### config.mk
export PLATFORM = sky130hd
export DESIGN_NAME = ufc_ctrl
export DESIGN_NICKNAME = d
export VERILOG_FILES = /design/src/hw/ufc_ctrl.v
export VERILOG_INCLUDE_DIRS = /design/src /design/src/hw
export SDC_FILE = /design/constraint.sdc
export NUM_CORES = 1
export LEC_CHECK = 0
export ABC_AREA = 1
export BUFFER_PORTS_ARGS = -buffer_cell sky130_fd_sc_hd__buf_2
export CELL_PAD_IN_SITES_DETAIL_PLACEMENT = 1
export CELL_PAD_IN_SITES_GLOBAL_PLACEMENT = 1
export CORE_MARGIN = 2
export CORE_UTILIZATION = 45
export CTS_CLUSTER_SIZE = 14
export DETAILED_ROUTE_END_ITERATION = 6
export PLACE_DENSITY_LB_ADDON = 0.2
export SYNTH_ARGS = -nofsm -noshare
export SYNTH_HDL_FRONTEND = slang
export SYNTH_SLANG_ARGS = --single-unit
### constraint.sdc
create_clock -name ref_clk -period 2.4 [get_ports ref_clk]
set_input_delay 0.24 -clock ref_clk [delete_from_list [all_inputs] [get_ports ref_clk]]
set_output_delay 0.24 -clock ref_clk [all_outputs]
set_load 0.03 [all_outputs]
### src/hw/ufc_defs.vh
// Purpose: constants of the uart fifo/interrupt/line control block
// Assumes: included by hw/ufc_ctrl.v only
// Notes: offsets are the three-bit register addresses
`ifndef UFC_DEFS_VH
`define UFC_DEFS_VH
// ------------------------------------------------------------
// register addresses
// ------------------------------------------------------------
`define UFC_A_DATA 3'h0
`define UFC_A_IER 3'h1
`define UFC_A_IIR 3'h2
`define UFC_A_LCR 3'h3
`define UFC_A_LSR 3'h5
`define UFC_A_MSR 3'h6
// ------------------------------------------------------------
// field positions
// ------------------------------------------------------------
`define UFC_IER_EXT 5
`define UFC_FCR_EN 0
`define UFC_FCR_RXCLR 1
`define UFC_FCR_TXCLR 2
`define UFC_FCR_DMA 3
`define UFC_LCR_STB 2
`define UFC_LCR_PEN 3
`define UFC_LCR_EPS 4
`define UFC_LCR_STICK 5
`define UFC_LCR_BRK 6
`define UFC_LCR_DLAB 7
// ------------------------------------------------------------
// reset values and identification codes
// ------------------------------------------------------------
`define UFC_RST_REG 8'h00
`define UFC_ID_NONE 4'h1
`define UFC_ID_RLS 4'h6
`define UFC_ID_RDA 4'h4
`define UFC_ID_TO 4'hC
`define UFC_ID_TX_HOLDING_EMPTY 4'h2
`define UFC_ID_MS 4'h0
// ------------------------------------------------------------
// timing: character times without fifo traffic
// ------------------------------------------------------------
`define UFC_TO_CHARS 3'h4
`endif

### src/hw/ufc_ctrl.v
// Purpose: interrupt, fifo and line format control of a fifo uart
// Assumes: host strobes and shifter pulses are on ref_clk
// Notes: serial shifters, baud divisor, modem and line status live
//        outside; this block holds both character fifos
`timescale 1ns/1ps
`include "ufc_defs.vh"

// Operation
// - ier bits 0-3 enable the four interrupt groups
// - ier bit 5 enters extended mode
// - ier bits 4,6,7 read zero
// - ident read freezes top pending interrupt other than holding empty
// - ident bit 0 low when interrupt pending
// - ident bit 3 zero without fifo mode
// - ident bit 4 transmitter not full, extended only
// - ident bit 5 receiver not empty, extended only
// - ident bits 6,7 show fifo mode
// - ident codes and priority order fixed
// - each source cleared by its own read
// - holding empty cleared by ident read, write, trigger
// - timeout after four idle character times
// - fifo control bits ignored unless bit 0 set
// - fifo mode change clears both fifos
// - fifo reset bits empty fifo, self clear
// - fifo control bit 3 selects dma mode
// - transmit trigger 1,4,8,14 in extended mode
// - receive trigger 1,4,8,14 drives data available
// - line format register reads back
// - word length five to eight bits
// - one, one-and-half or two stop bits
// - parity bit generated and checked when enabled
// - parity odd, even, mark or space
// - ier bits 0-3 clear disables interrupts
// - reset clears control registers, ident reads 01
module ufc_ctrl #(
    parameter DEPTH = 16,
    parameter PW = 4
) (
    // clock and reset
    input wire ref_clk,
    input wire rst,
    // host register port
    input wire bus_sel,
    input wire [2:0] bus_addr,
    input wire bus_wr,
    input wire bus_rd,
    input wire [7:0] bus_wdata,
    output reg [7:0] bus_rdata_q,
    // receive shifter side
    input wire rx_push,
    input wire [7:0] rx_data,
    input wire rx_par_in,
    input wire rx_stop_in,
    input wire rx_break,
    input wire char_tick,
    // transmit shifter side
    input wire tx_take,
    output reg [7:0] tx_data_q,
    output reg tx_avail_q,
    output reg tx_par_q,
    // line format to shifters
    output reg [1:0] word_len_q,
    output reg stop_half_q,
    output reg stop_two_q,
    output reg parity_on_q,
    output reg break_q,
    output reg dlab_q,
    // modem side
    input wire modem_chg,
    input wire osc_off_bit,
    output reg osc_stop_q,
    // interrupt and dma pins
    output reg irq_q,
    output reg tx_dma_request_n_q,
    output reg rx_dma_request_n_q
);

// ------------------------------------------------------------
// registers
// ------------------------------------------------------------
reg [4:0] ier_q;
reg [7:0] lcr_q;
reg fen_q;
reg dma_q;
reg [1:0] txtrg_q;
reg [1:0] rxtrg_q;
reg rls_q;
reg ms_q;
reg tx_holding_empty_q;
reg below_q;
reg to_q;
reg [2:0] to_cnt_q;
reg frz_q;
reg [3:0] frz_id_q;
reg [7:0] rx_mem [0:DEPTH-1];
reg [7:0] tx_mem [0:DEPTH-1];
reg [PW-1:0] rx_wp_q;
reg [PW-1:0] rx_rp_q;
reg [PW:0] rx_cnt_q;
reg [PW-1:0] tx_wp_q;
reg [PW-1:0] tx_rp_q;
reg [PW:0] tx_cnt_q;

// ------------------------------------------------------------
// helpers
// ------------------------------------------------------------
function [4:0] trig_lvl;
    input [1:0] sel;
    begin
        case (sel)
            2'h0: trig_lvl = 5'h01;
            2'h1: trig_lvl = 5'h04;
            2'h2: trig_lvl = 5'h08;
            default: trig_lvl = 5'h0E;
        endcase
    end
endfunction

function [7:0] len_mask;
    input [1:0] wl;
    begin
        case (wl)
            2'h0: len_mask = 8'h1F;
            2'h1: len_mask = 8'h3F;
            2'h2: len_mask = 8'h7F;
            default: len_mask = 8'hFF;
        endcase
    end
endfunction

// parity of masked data for the current format
function par_of;
    input [7:0] d;
    input [7:0] line_format_control;
    begin
        if (line_format_control[`UFC_LCR_STICK]) begin
            par_of = ~line_format_control[`UFC_LCR_EPS];
        end else if (line_format_control[`UFC_LCR_EPS]) begin
            par_of = ^d;
        end else begin
            par_of = ~(^d);
        end
    end
endfunction

// ------------------------------------------------------------
// decode
// ------------------------------------------------------------
wire dlab = lcr_q[`UFC_LCR_DLAB];
wire ext = ier_q[4];
wire wr_go = bus_sel & bus_wr;
wire rd_go = bus_sel & bus_rd;
wire thr_wr = wr_go & (bus_addr == `UFC_A_DATA) & ~dlab;
wire ier_wr = wr_go & (bus_addr == `UFC_A_IER) & ~dlab;
wire fcr_wr = wr_go & (bus_addr == `UFC_A_IIR);
wire lcr_wr = wr_go & (bus_addr == `UFC_A_LCR);
wire rbr_rd = rd_go & (bus_addr == `UFC_A_DATA) & ~dlab;
wire iir_rd = rd_go & (bus_addr == `UFC_A_IIR);
wire lsr_rd = rd_go & (bus_addr == `UFC_A_LSR);
wire msr_rd = rd_go & (bus_addr == `UFC_A_MSR);

// ------------------------------------------------------------
// fifo control
// ------------------------------------------------------------
wire fcr_on = bus_wdata[`UFC_FCR_EN];
wire fmode_chg = fcr_wr & (fcr_on != fen_q);
wire rx_clr = fmode_chg | (fcr_wr & fcr_on & bus_wdata[`UFC_FCR_RXCLR]);
wire tx_clr = fmode_chg | (fcr_wr & fcr_on & bus_wdata[`UFC_FCR_TXCLR]);
wire [PW:0] cap = fen_q ? DEPTH[PW:0] : {{PW{1'b0}}, 1'b1};
wire [4:0] rx_trig = fen_q ? trig_lvl(rxtrg_q) : 5'h01;
wire [4:0] tx_trig = (fen_q & ext) ? trig_lvl(txtrg_q) : 5'h01;
wire rx_full = (rx_cnt_q == cap);
wire tx_full = (tx_cnt_q == cap);
wire rx_nempty = (rx_cnt_q != {(PW+1){1'b0}});
wire rx_pop = rbr_rd & rx_nempty;
wire tx_pop = tx_take & (tx_cnt_q != {(PW+1){1'b0}});
wire rx_in = rx_push & ~rx_full;
wire tx_in = thr_wr & ~tx_full;
wire below = ({{(5-PW-1){1'b0}}, tx_cnt_q} < tx_trig);
wire rda = ({{(5-PW-1){1'b0}}, rx_cnt_q} >= rx_trig);

// received character checks
wire [7:0] rx_m = rx_data & len_mask(lcr_q[1:0]);
wire par_bad = lcr_q[`UFC_LCR_PEN] &
    (rx_par_in != par_of(rx_m, lcr_q));
wire rx_err = rx_push & (rx_full | par_bad | ~rx_stop_in | rx_break);

// ------------------------------------------------------------
// interrupt sources and identification
// ------------------------------------------------------------
wire p_rls = ier_q[2] & rls_q;
wire p_rda = ier_q[0] & rda;
wire p_to = ier_q[0] & to_q & fen_q;
wire p_tx_holding_empty = ier_q[1] & tx_holding_empty_q;
wire p_ms = ier_q[3] & ms_q;
wire pend = p_rls | p_rda | p_to | p_tx_holding_empty | p_ms;
reg [3:0] cur_id;
reg frz_live;

always @* begin
    if (p_rls) begin
        cur_id = `UFC_ID_RLS;
    end else if (p_rda) begin
        cur_id = `UFC_ID_RDA;
    end else if (p_to) begin
        cur_id = `UFC_ID_TO;
    end else if (p_tx_holding_empty) begin
        cur_id = `UFC_ID_TX_HOLDING_EMPTY;
    end else if (p_ms) begin
        cur_id = `UFC_ID_MS;
    end else begin
        cur_id = `UFC_ID_NONE;
    end
    case (frz_id_q)
        `UFC_ID_RLS: frz_live = p_rls;
        `UFC_ID_RDA: frz_live = p_rda;
        `UFC_ID_TO: frz_live = p_to;
        `UFC_ID_TX_HOLDING_EMPTY: frz_live = p_tx_holding_empty;
        `UFC_ID_MS: frz_live = p_ms;
        default: frz_live = 1'b0;
    endcase
end

wire frozen = frz_q & frz_live;
wire [3:0] rep_id = frozen ? frz_id_q : cur_id;
wire [7:0] iir_val = {fen_q, fen_q,
    ext & rx_nempty,
    ext & ~tx_full,
    rep_id[3] & fen_q,
    rep_id[2:1],
    ~(pend | frozen)};

// ------------------------------------------------------------
// control registers
// ------------------------------------------------------------
always @(posedge ref_clk or posedge rst) begin
    if (rst) begin
        ier_q <= 5'h00;
        lcr_q <= `UFC_RST_REG;
        fen_q <= 1'b0;
        dma_q <= 1'b0;
        txtrg_q <= 2'h0;
        rxtrg_q <= 2'h0;
    end else begin
        if (ier_wr) begin
            ier_q <= {bus_wdata[`UFC_IER_EXT], bus_wdata[3:0]};
        end
        if (lcr_wr) begin
            lcr_q <= bus_wdata;
        end
        if (fcr_wr) begin
            fen_q <= fcr_on;
            if (fcr_on) begin
                dma_q <= bus_wdata[`UFC_FCR_DMA];
                txtrg_q <= bus_wdata[5:4];
                rxtrg_q <= bus_wdata[7:6];
            end
        end
    end
end

// ------------------------------------------------------------
// fifo storage and receive fifo pointers
// ------------------------------------------------------------
always @(posedge ref_clk) begin
    if (rx_in) begin
        rx_mem[rx_wp_q] <= rx_m;
    end
    if (tx_in) begin
        tx_mem[tx_wp_q] <= bus_wdata;
    end
end

always @(posedge ref_clk or posedge rst) begin
    if (rst) begin
        rx_wp_q <= {PW{1'b0}};
        rx_rp_q <= {PW{1'b0}};
        rx_cnt_q <= {(PW+1){1'b0}};
    end else if (rx_clr) begin
        rx_wp_q <= {PW{1'b0}};
        rx_rp_q <= {PW{1'b0}};
        rx_cnt_q <= {(PW+1){1'b0}};
    end else begin
        if (rx_in) begin
            rx_wp_q <= rx_wp_q + {{(PW-1){1'b0}}, 1'b1};
        end
        if (rx_pop) begin
            rx_rp_q <= rx_rp_q + {{(PW-1){1'b0}}, 1'b1};
        end
        if (rx_in & ~rx_pop) begin
            rx_cnt_q <= rx_cnt_q + {{PW{1'b0}}, 1'b1};
        end else if (rx_pop & ~rx_in) begin
            rx_cnt_q <= rx_cnt_q - {{PW{1'b0}}, 1'b1};
        end
    end
end

// ------------------------------------------------------------
// transmit fifo
// ------------------------------------------------------------
always @(posedge ref_clk or posedge rst) begin
    if (rst) begin
        tx_wp_q <= {PW{1'b0}};
        tx_rp_q <= {PW{1'b0}};
        tx_cnt_q <= {(PW+1){1'b0}};
    end else if (tx_clr) begin
        tx_wp_q <= {PW{1'b0}};
        tx_rp_q <= {PW{1'b0}};
        tx_cnt_q <= {(PW+1){1'b0}};
    end else begin
        if (tx_in) begin
            tx_wp_q <= tx_wp_q + {{(PW-1){1'b0}}, 1'b1};
        end
        if (tx_pop) begin
            tx_rp_q <= tx_rp_q + {{(PW-1){1'b0}}, 1'b1};
        end
        if (tx_in & ~tx_pop) begin
            tx_cnt_q <= tx_cnt_q + {{PW{1'b0}}, 1'b1};
        end else if (tx_pop & ~tx_in) begin
            tx_cnt_q <= tx_cnt_q - {{PW{1'b0}}, 1'b1};
        end
    end
end

// ------------------------------------------------------------
// interrupt flags, timeout and freeze
// ------------------------------------------------------------
always @(posedge ref_clk or posedge rst) begin
    if (rst) begin
        rls_q <= 1'b0;
        ms_q <= 1'b0;
        tx_holding_empty_q <= 1'b0;
        below_q <= 1'b0;
        to_q <= 1'b0;
        to_cnt_q <= 3'h0;
        frz_q <= 1'b0;
        frz_id_q <= `UFC_ID_NONE;
    end else begin
        // set wins over the clearing read
        rls_q <= rx_err | (rls_q & ~lsr_rd);
        ms_q <= modem_chg | (ms_q & ~msr_rd);
        below_q <= below;
        if ((below & ~below_q) | (ier_wr & bus_wdata[1] & below)) begin
            tx_holding_empty_q <= 1'b1;
        end else if (thr_wr | ~below) begin
            tx_holding_empty_q <= 1'b0;
        end else if (iir_rd & (rep_id == `UFC_ID_TX_HOLDING_EMPTY)) begin
            tx_holding_empty_q <= 1'b0;
        end
        if (~fen_q | ~rx_nempty | rx_in | rx_pop) begin
            to_cnt_q <= 3'h0;
            to_q <= 1'b0;
        end else if (char_tick & (to_cnt_q != `UFC_TO_CHARS)) begin
            to_cnt_q <= to_cnt_q + 3'h1;
            to_q <= (to_cnt_q == (`UFC_TO_CHARS - 3'h1));
        end
        if (iir_rd & pend & (rep_id != `UFC_ID_TX_HOLDING_EMPTY)) begin
            frz_q <= 1'b1;
            frz_id_q <= rep_id;
        end else if (~frz_live) begin
            frz_q <= 1'b0;
        end
    end
end

// ------------------------------------------------------------
// read data and output pins
// ------------------------------------------------------------
reg [7:0] rd_mux;

always @* begin
    rd_mux = 8'h00;
    case (bus_addr)
        `UFC_A_DATA: rd_mux = dlab ? 8'h00 : rx_mem[rx_rp_q];
        `UFC_A_IER: rd_mux = dlab ? 8'h00 :
            {2'h0, ier_q[4], 1'b0, ier_q[3:0]};
        `UFC_A_IIR: rd_mux = iir_val;
        `UFC_A_LCR: rd_mux = lcr_q;
        default: rd_mux = 8'h00;
    endcase
end

wire [7:0] tx_head = tx_mem[tx_rp_q];

always @(posedge ref_clk or posedge rst) begin
    if (rst) begin
        bus_rdata_q <= 8'h00;
        tx_data_q <= 8'h00;
        tx_avail_q <= 1'b0;
        tx_par_q <= 1'b0;
        word_len_q <= 2'h0;
        stop_half_q <= 1'b0;
        stop_two_q <= 1'b0;
        parity_on_q <= 1'b0;
        break_q <= 1'b0;
        dlab_q <= 1'b0;
        osc_stop_q <= 1'b0;
        irq_q <= 1'b0;
        tx_dma_request_n_q <= 1'b1;
        rx_dma_request_n_q <= 1'b1;
    end else begin
        if (rd_go) begin
            bus_rdata_q <= rd_mux;
        end
        tx_data_q <= tx_head & len_mask(lcr_q[1:0]);
        tx_avail_q <= (tx_cnt_q != {(PW+1){1'b0}});
        tx_par_q <= par_of(tx_head & len_mask(lcr_q[1:0]), lcr_q);
        word_len_q <= lcr_q[1:0];
        stop_half_q <= lcr_q[`UFC_LCR_STB] & (lcr_q[1:0] == 2'h0);
        stop_two_q <= lcr_q[`UFC_LCR_STB] & (lcr_q[1:0] != 2'h0);
        parity_on_q <= lcr_q[`UFC_LCR_PEN];
        break_q <= lcr_q[`UFC_LCR_BRK];
        dlab_q <= dlab;
        osc_stop_q <= ext & osc_off_bit;
        irq_q <= pend;
        if (dma_q & fen_q) begin
            tx_dma_request_n_q <= tx_full;
            rx_dma_request_n_q <= ~(rda | to_q);
        end else begin
            tx_dma_request_n_q <= tx_cnt_q != {(PW+1){1'b0}};
            rx_dma_request_n_q <= ~rx_nempty;
        end
    end
end

endmodule // ufc_ctrl

==> metrics <==
status complete, no violations; CP max stage delay 0.49 ns; CP endpoint rx_cnt_q[4]; Layout area overhead 21.6%; Post-DP HPWL a little over 30000 um; clk sinks 343; share of cells above drive strength 1 0.212; dpl cell area 16600 sq um; Final Hold Fails 0; Post-DRT Antenna Nets 0; clk_skew 0.0193 ns; n_diodes 0; worst-path fanout max 8; die area between 30000 and 40000 sq um; Routed wire per std cell around 23 um; Unique masters post-synth 50; Layout Nets 1670; Seq. cell area 9880 sq um; Max stage delay cell, worst path dfrtp_2; Die Y 188 um; # port buffers 60; synth warn 0; Power Total 22.5 mW; post-synthesis sequential area ratio 0.649; Post-synth EDFFs 256; slew margin rel. 0.387; reg2reg end rx_cnt_q[4]; vias in the first global route approximately 12000; Worst-Skew Late Latency 0.55 ns; post-synthesis cell count 1435; syn avg cell area 10.6 sq um; Max clock buf depth 3; antenna violations before repair 0; worst setup path category flip-flop to flip-flop; Total Wirelength 47800 um; post-layout instance area 18500 sq um; startpoint types flip-flop; post-route DRC violation count 0; period utilization 0.985; Final WS setup 0.0371 ns; RR Startpoint fen_q; unrepaired setup endpoints after global routing yes; CP Capture Type flip-flop; data required time of the critical path 2.85 ns; R2R cell count 14; hold crit path type input pin to flip-flop; largest net degree at the start of global routing 60; Hold Path Depth 5; CTS Root Cell clkbuf_16; ys flop type edfxtp_1; Async SR Flop Fraction 0.254; Seq cells post-synth approximately 340; Worst VDD drop 0.694 mV; Fmax 423 MHz; CTS Buf Count 38; # IOs a little over 60; setup_tns 0 ns; Reg2Reg Setup Slack 0.04 ns; Core Util, Final 0.554; # rows 67; Final min period ~2.4 ns; Place WS -0.122 ns; Reg clk slew, reported paths 0.06 ns; GR Overflow Total 0; Layout Cells excl Fill ~2100; Post-Syn Area 15200 sq um; area of the multi-input gates between 4000 and 5000 sq um; first-pass GRT wire length 70600 um; Die Wd 188 um; Leak around 7.6 nW; smallest hold slack 0.0431 ns; Crit. Startpoint fen_q; # Max-Cap Violations 0; gr usage total 0.261; Slew Limit Fails 0; Core Area 33400 sq um; via count 11700; worst-margin pin slew 0.915 ns; H-tree depth 2; placed cells 1986; worst-path cell chain buf_6, o21ai_4, nor3_4, nor2_4, inv_2, nor2_4, inv_4, ha_4, nand2_2, o21ai_2, xor2_1, xnor2_1, nand3_1, o21ai_1; fillcell total 3654; Critical Path AT 2.82 ns; syn nets about 1500; drt initial violations 987; GPL Wtd Cong 0.832; final setup fails 0; CTS tree done; DR vias/cell 5.58; initial cell density of the core 0.455; most used cell, CP nor2_4; pwr/cell area 1220 nW/um^2; first drt pass iteration count 5
[area by class of cell]
cell class                 instances  share of cell area
clock inverter                    21             0.00691
clock buffer                      49              0.0582
timing repair inverter             2            0.000812
timing repair buffer             186              0.0827
sequential                       343               0.534
inverter                         131              0.0279
multi-input combinational        908               0.259
tap                              448              0.0303
[placed cells by master (no fill, tap or decap), types with 5 or more instances in the layout]
| cell | instances |
|---|---|
| nand2_1 | 322 |
| edfxtp_1 | 256 |
| nor2_1 | 146 |
| inv_1 | 110 |
| o21ai_0 | 108 |
| buf_4 | 98 |
| nand3_1 | 90 |
| dfrtp_1 | 80 |
| buf_2 | 60 |
| clkbuf_16 | 47 |
| a21oi_1 | 29 |
| ha_1 | 23 |
| nand2_2 | 20 |
| o221ai_1 | 20 |
| o21ai_1 | 19 |
| nand3_2 | 17 |
| o22ai_1 | 15 |
| inv_2 | 14 |
| nor2_2 | 10 |
| clkinv_1 | 10 |
| clkinv_2 | 9 |
| xor2_1 | 8 |
| buf_12 | 8 |
| o211ai_1 | 7 |
| nand4_1 | 7 |
| o21ai_2 | 7 |
| xnor2_1 | 7 |
| nor3_1 | 6 |
| clkbuf_1 | 6 |
| inv_4 | 5 |
| a21oi_2 | 5 |
| dlygate4sd3_1 | 5 |
[worst min path at each step]
stage / startpoint / to / slack (ns)
2_1_floorplan: modem_chg / ms_q / 0.34
4_1_cts: rx_break / rls_q / 0.02
6_report: rx_break / rls_q / 0.04
5_1_grt: rx_break / rls_q / 0.05
3_5_place_dp: rst / word_len_q[1] / 0.41
3_3_place_gp: rst / word_len_q[1] / 0.40
[per-layer routing]
| metal | track usage | part of all wire | vias up |
|---|---|---|---|
| met5 | 0 | 0 | - |
| met4 | 0.0672 | 0.022 | 0 |
| met3 | 0.0472 | 0.062 | 82 |
| met2 | 0.435 | 0.49 | 388 |
| met1 | 0.356 | 0.42 | 5922 |
| li1 | - | - | 5266 |
[critical path, delay by kind of cell (launching register included)]
| kind | cells | cell delay [ns] |
|---|---|---|
| AO/OA/AOI/OAI | 3 | 0.39 |
| flip-flops | 1 | 0.49 |
| AND/OR/NAND/NOR | 5 | 0.48 |
| XOR/XNOR | 2 | 0.36 |
| buffers and inverters | 3 | 0.28 |
| adder cells (fa/ha/maj) | 1 | 0.28 |
[synth_stat cells (2+ instances only)]
cell type	number	area (sq um)
nor3_2	4	40.0
o21ai_0	116	581
a31oi_1	2	12.5
o21a_1	3	22.5
xnor2_1	7	61.3
dfrtp_1	84	2100
dfstp_2	3	78.8
clkbuf_1	21	78.8
o211ai_1	7	52.6
nor3b_1	2	15.0
nor3_1	7	35.0
nand4_1	7	43.8
a32o_1	2	20.0
buf_8	2	30.0
buf_2	14	70.1
buf_4	5	37.5
o221ai_1	20	175
nor2_1	152	571
xor2_1	8	70.1
o22ai_1	15	93.8
inv_2	11	41.3
a21o_1	2	15.0
o21ai_1	18	90.1
nand2_2	13	81.3
ha_1	26	325
nand3_2	2	20.0
a21oi_2	2	17.5
fa_1	2	40.0
buf_6	10	113
nand3_1	106	531
edfxtp_1	256	7690
inv_1	117	439
o21ai_2	3	26.3
nor2_2	6	37.5
nand2_1	333	1250
a211oi_1	2	15.0
a21oi_1	32	160
[kinds of logic after synthesis]
group                    synth area share
adder cells (fa/ha/maj)            0.0240
flip-flops                          0.649
buffers and inverters              0.0548
XOR/XNOR                          0.00865
AND/OR/NAND/NOR                     0.174
AO/OA/AOI/OAI                      0.0888
[sequential cells by signal (all words and copies together) (netlist names), 2 cells and up]
register and count:
bus_rdata_q 8, frz_id_q 4, ier_q 5, lcr_q 8
rx_cnt_q 5, rx_mem 128, rx_rp_q 4, rx_wp_q 4
rxtrg_q 2, to_cnt_q 3, tx_cnt_q 5, tx_data_q 8
tx_mem 128, tx_rp_q 4, tx_wp_q 4, txtrg_q 2
word_len_q 2
[power by group]
| part | internal (mW) | switching (mW) |
|---|---|---|
| clock network | 3.28 | 2.45 |
| logic | 3.24 | 5.92 |
| registers | 7.12 | 0.493 |
[what timing repair did]
item / CTS / global route
endpoints found under the hold margin: 26 / 0
hold buffers: 5 / 0
pin swaps: 2 / 20
gates cloned: 0 / 10
resized for setup: 9 / 82
buffers inserted: 1 / 16
endpoints found under the setup margin: 10 / 20
No activity file was read; power rests on OpenSTA's default activity.
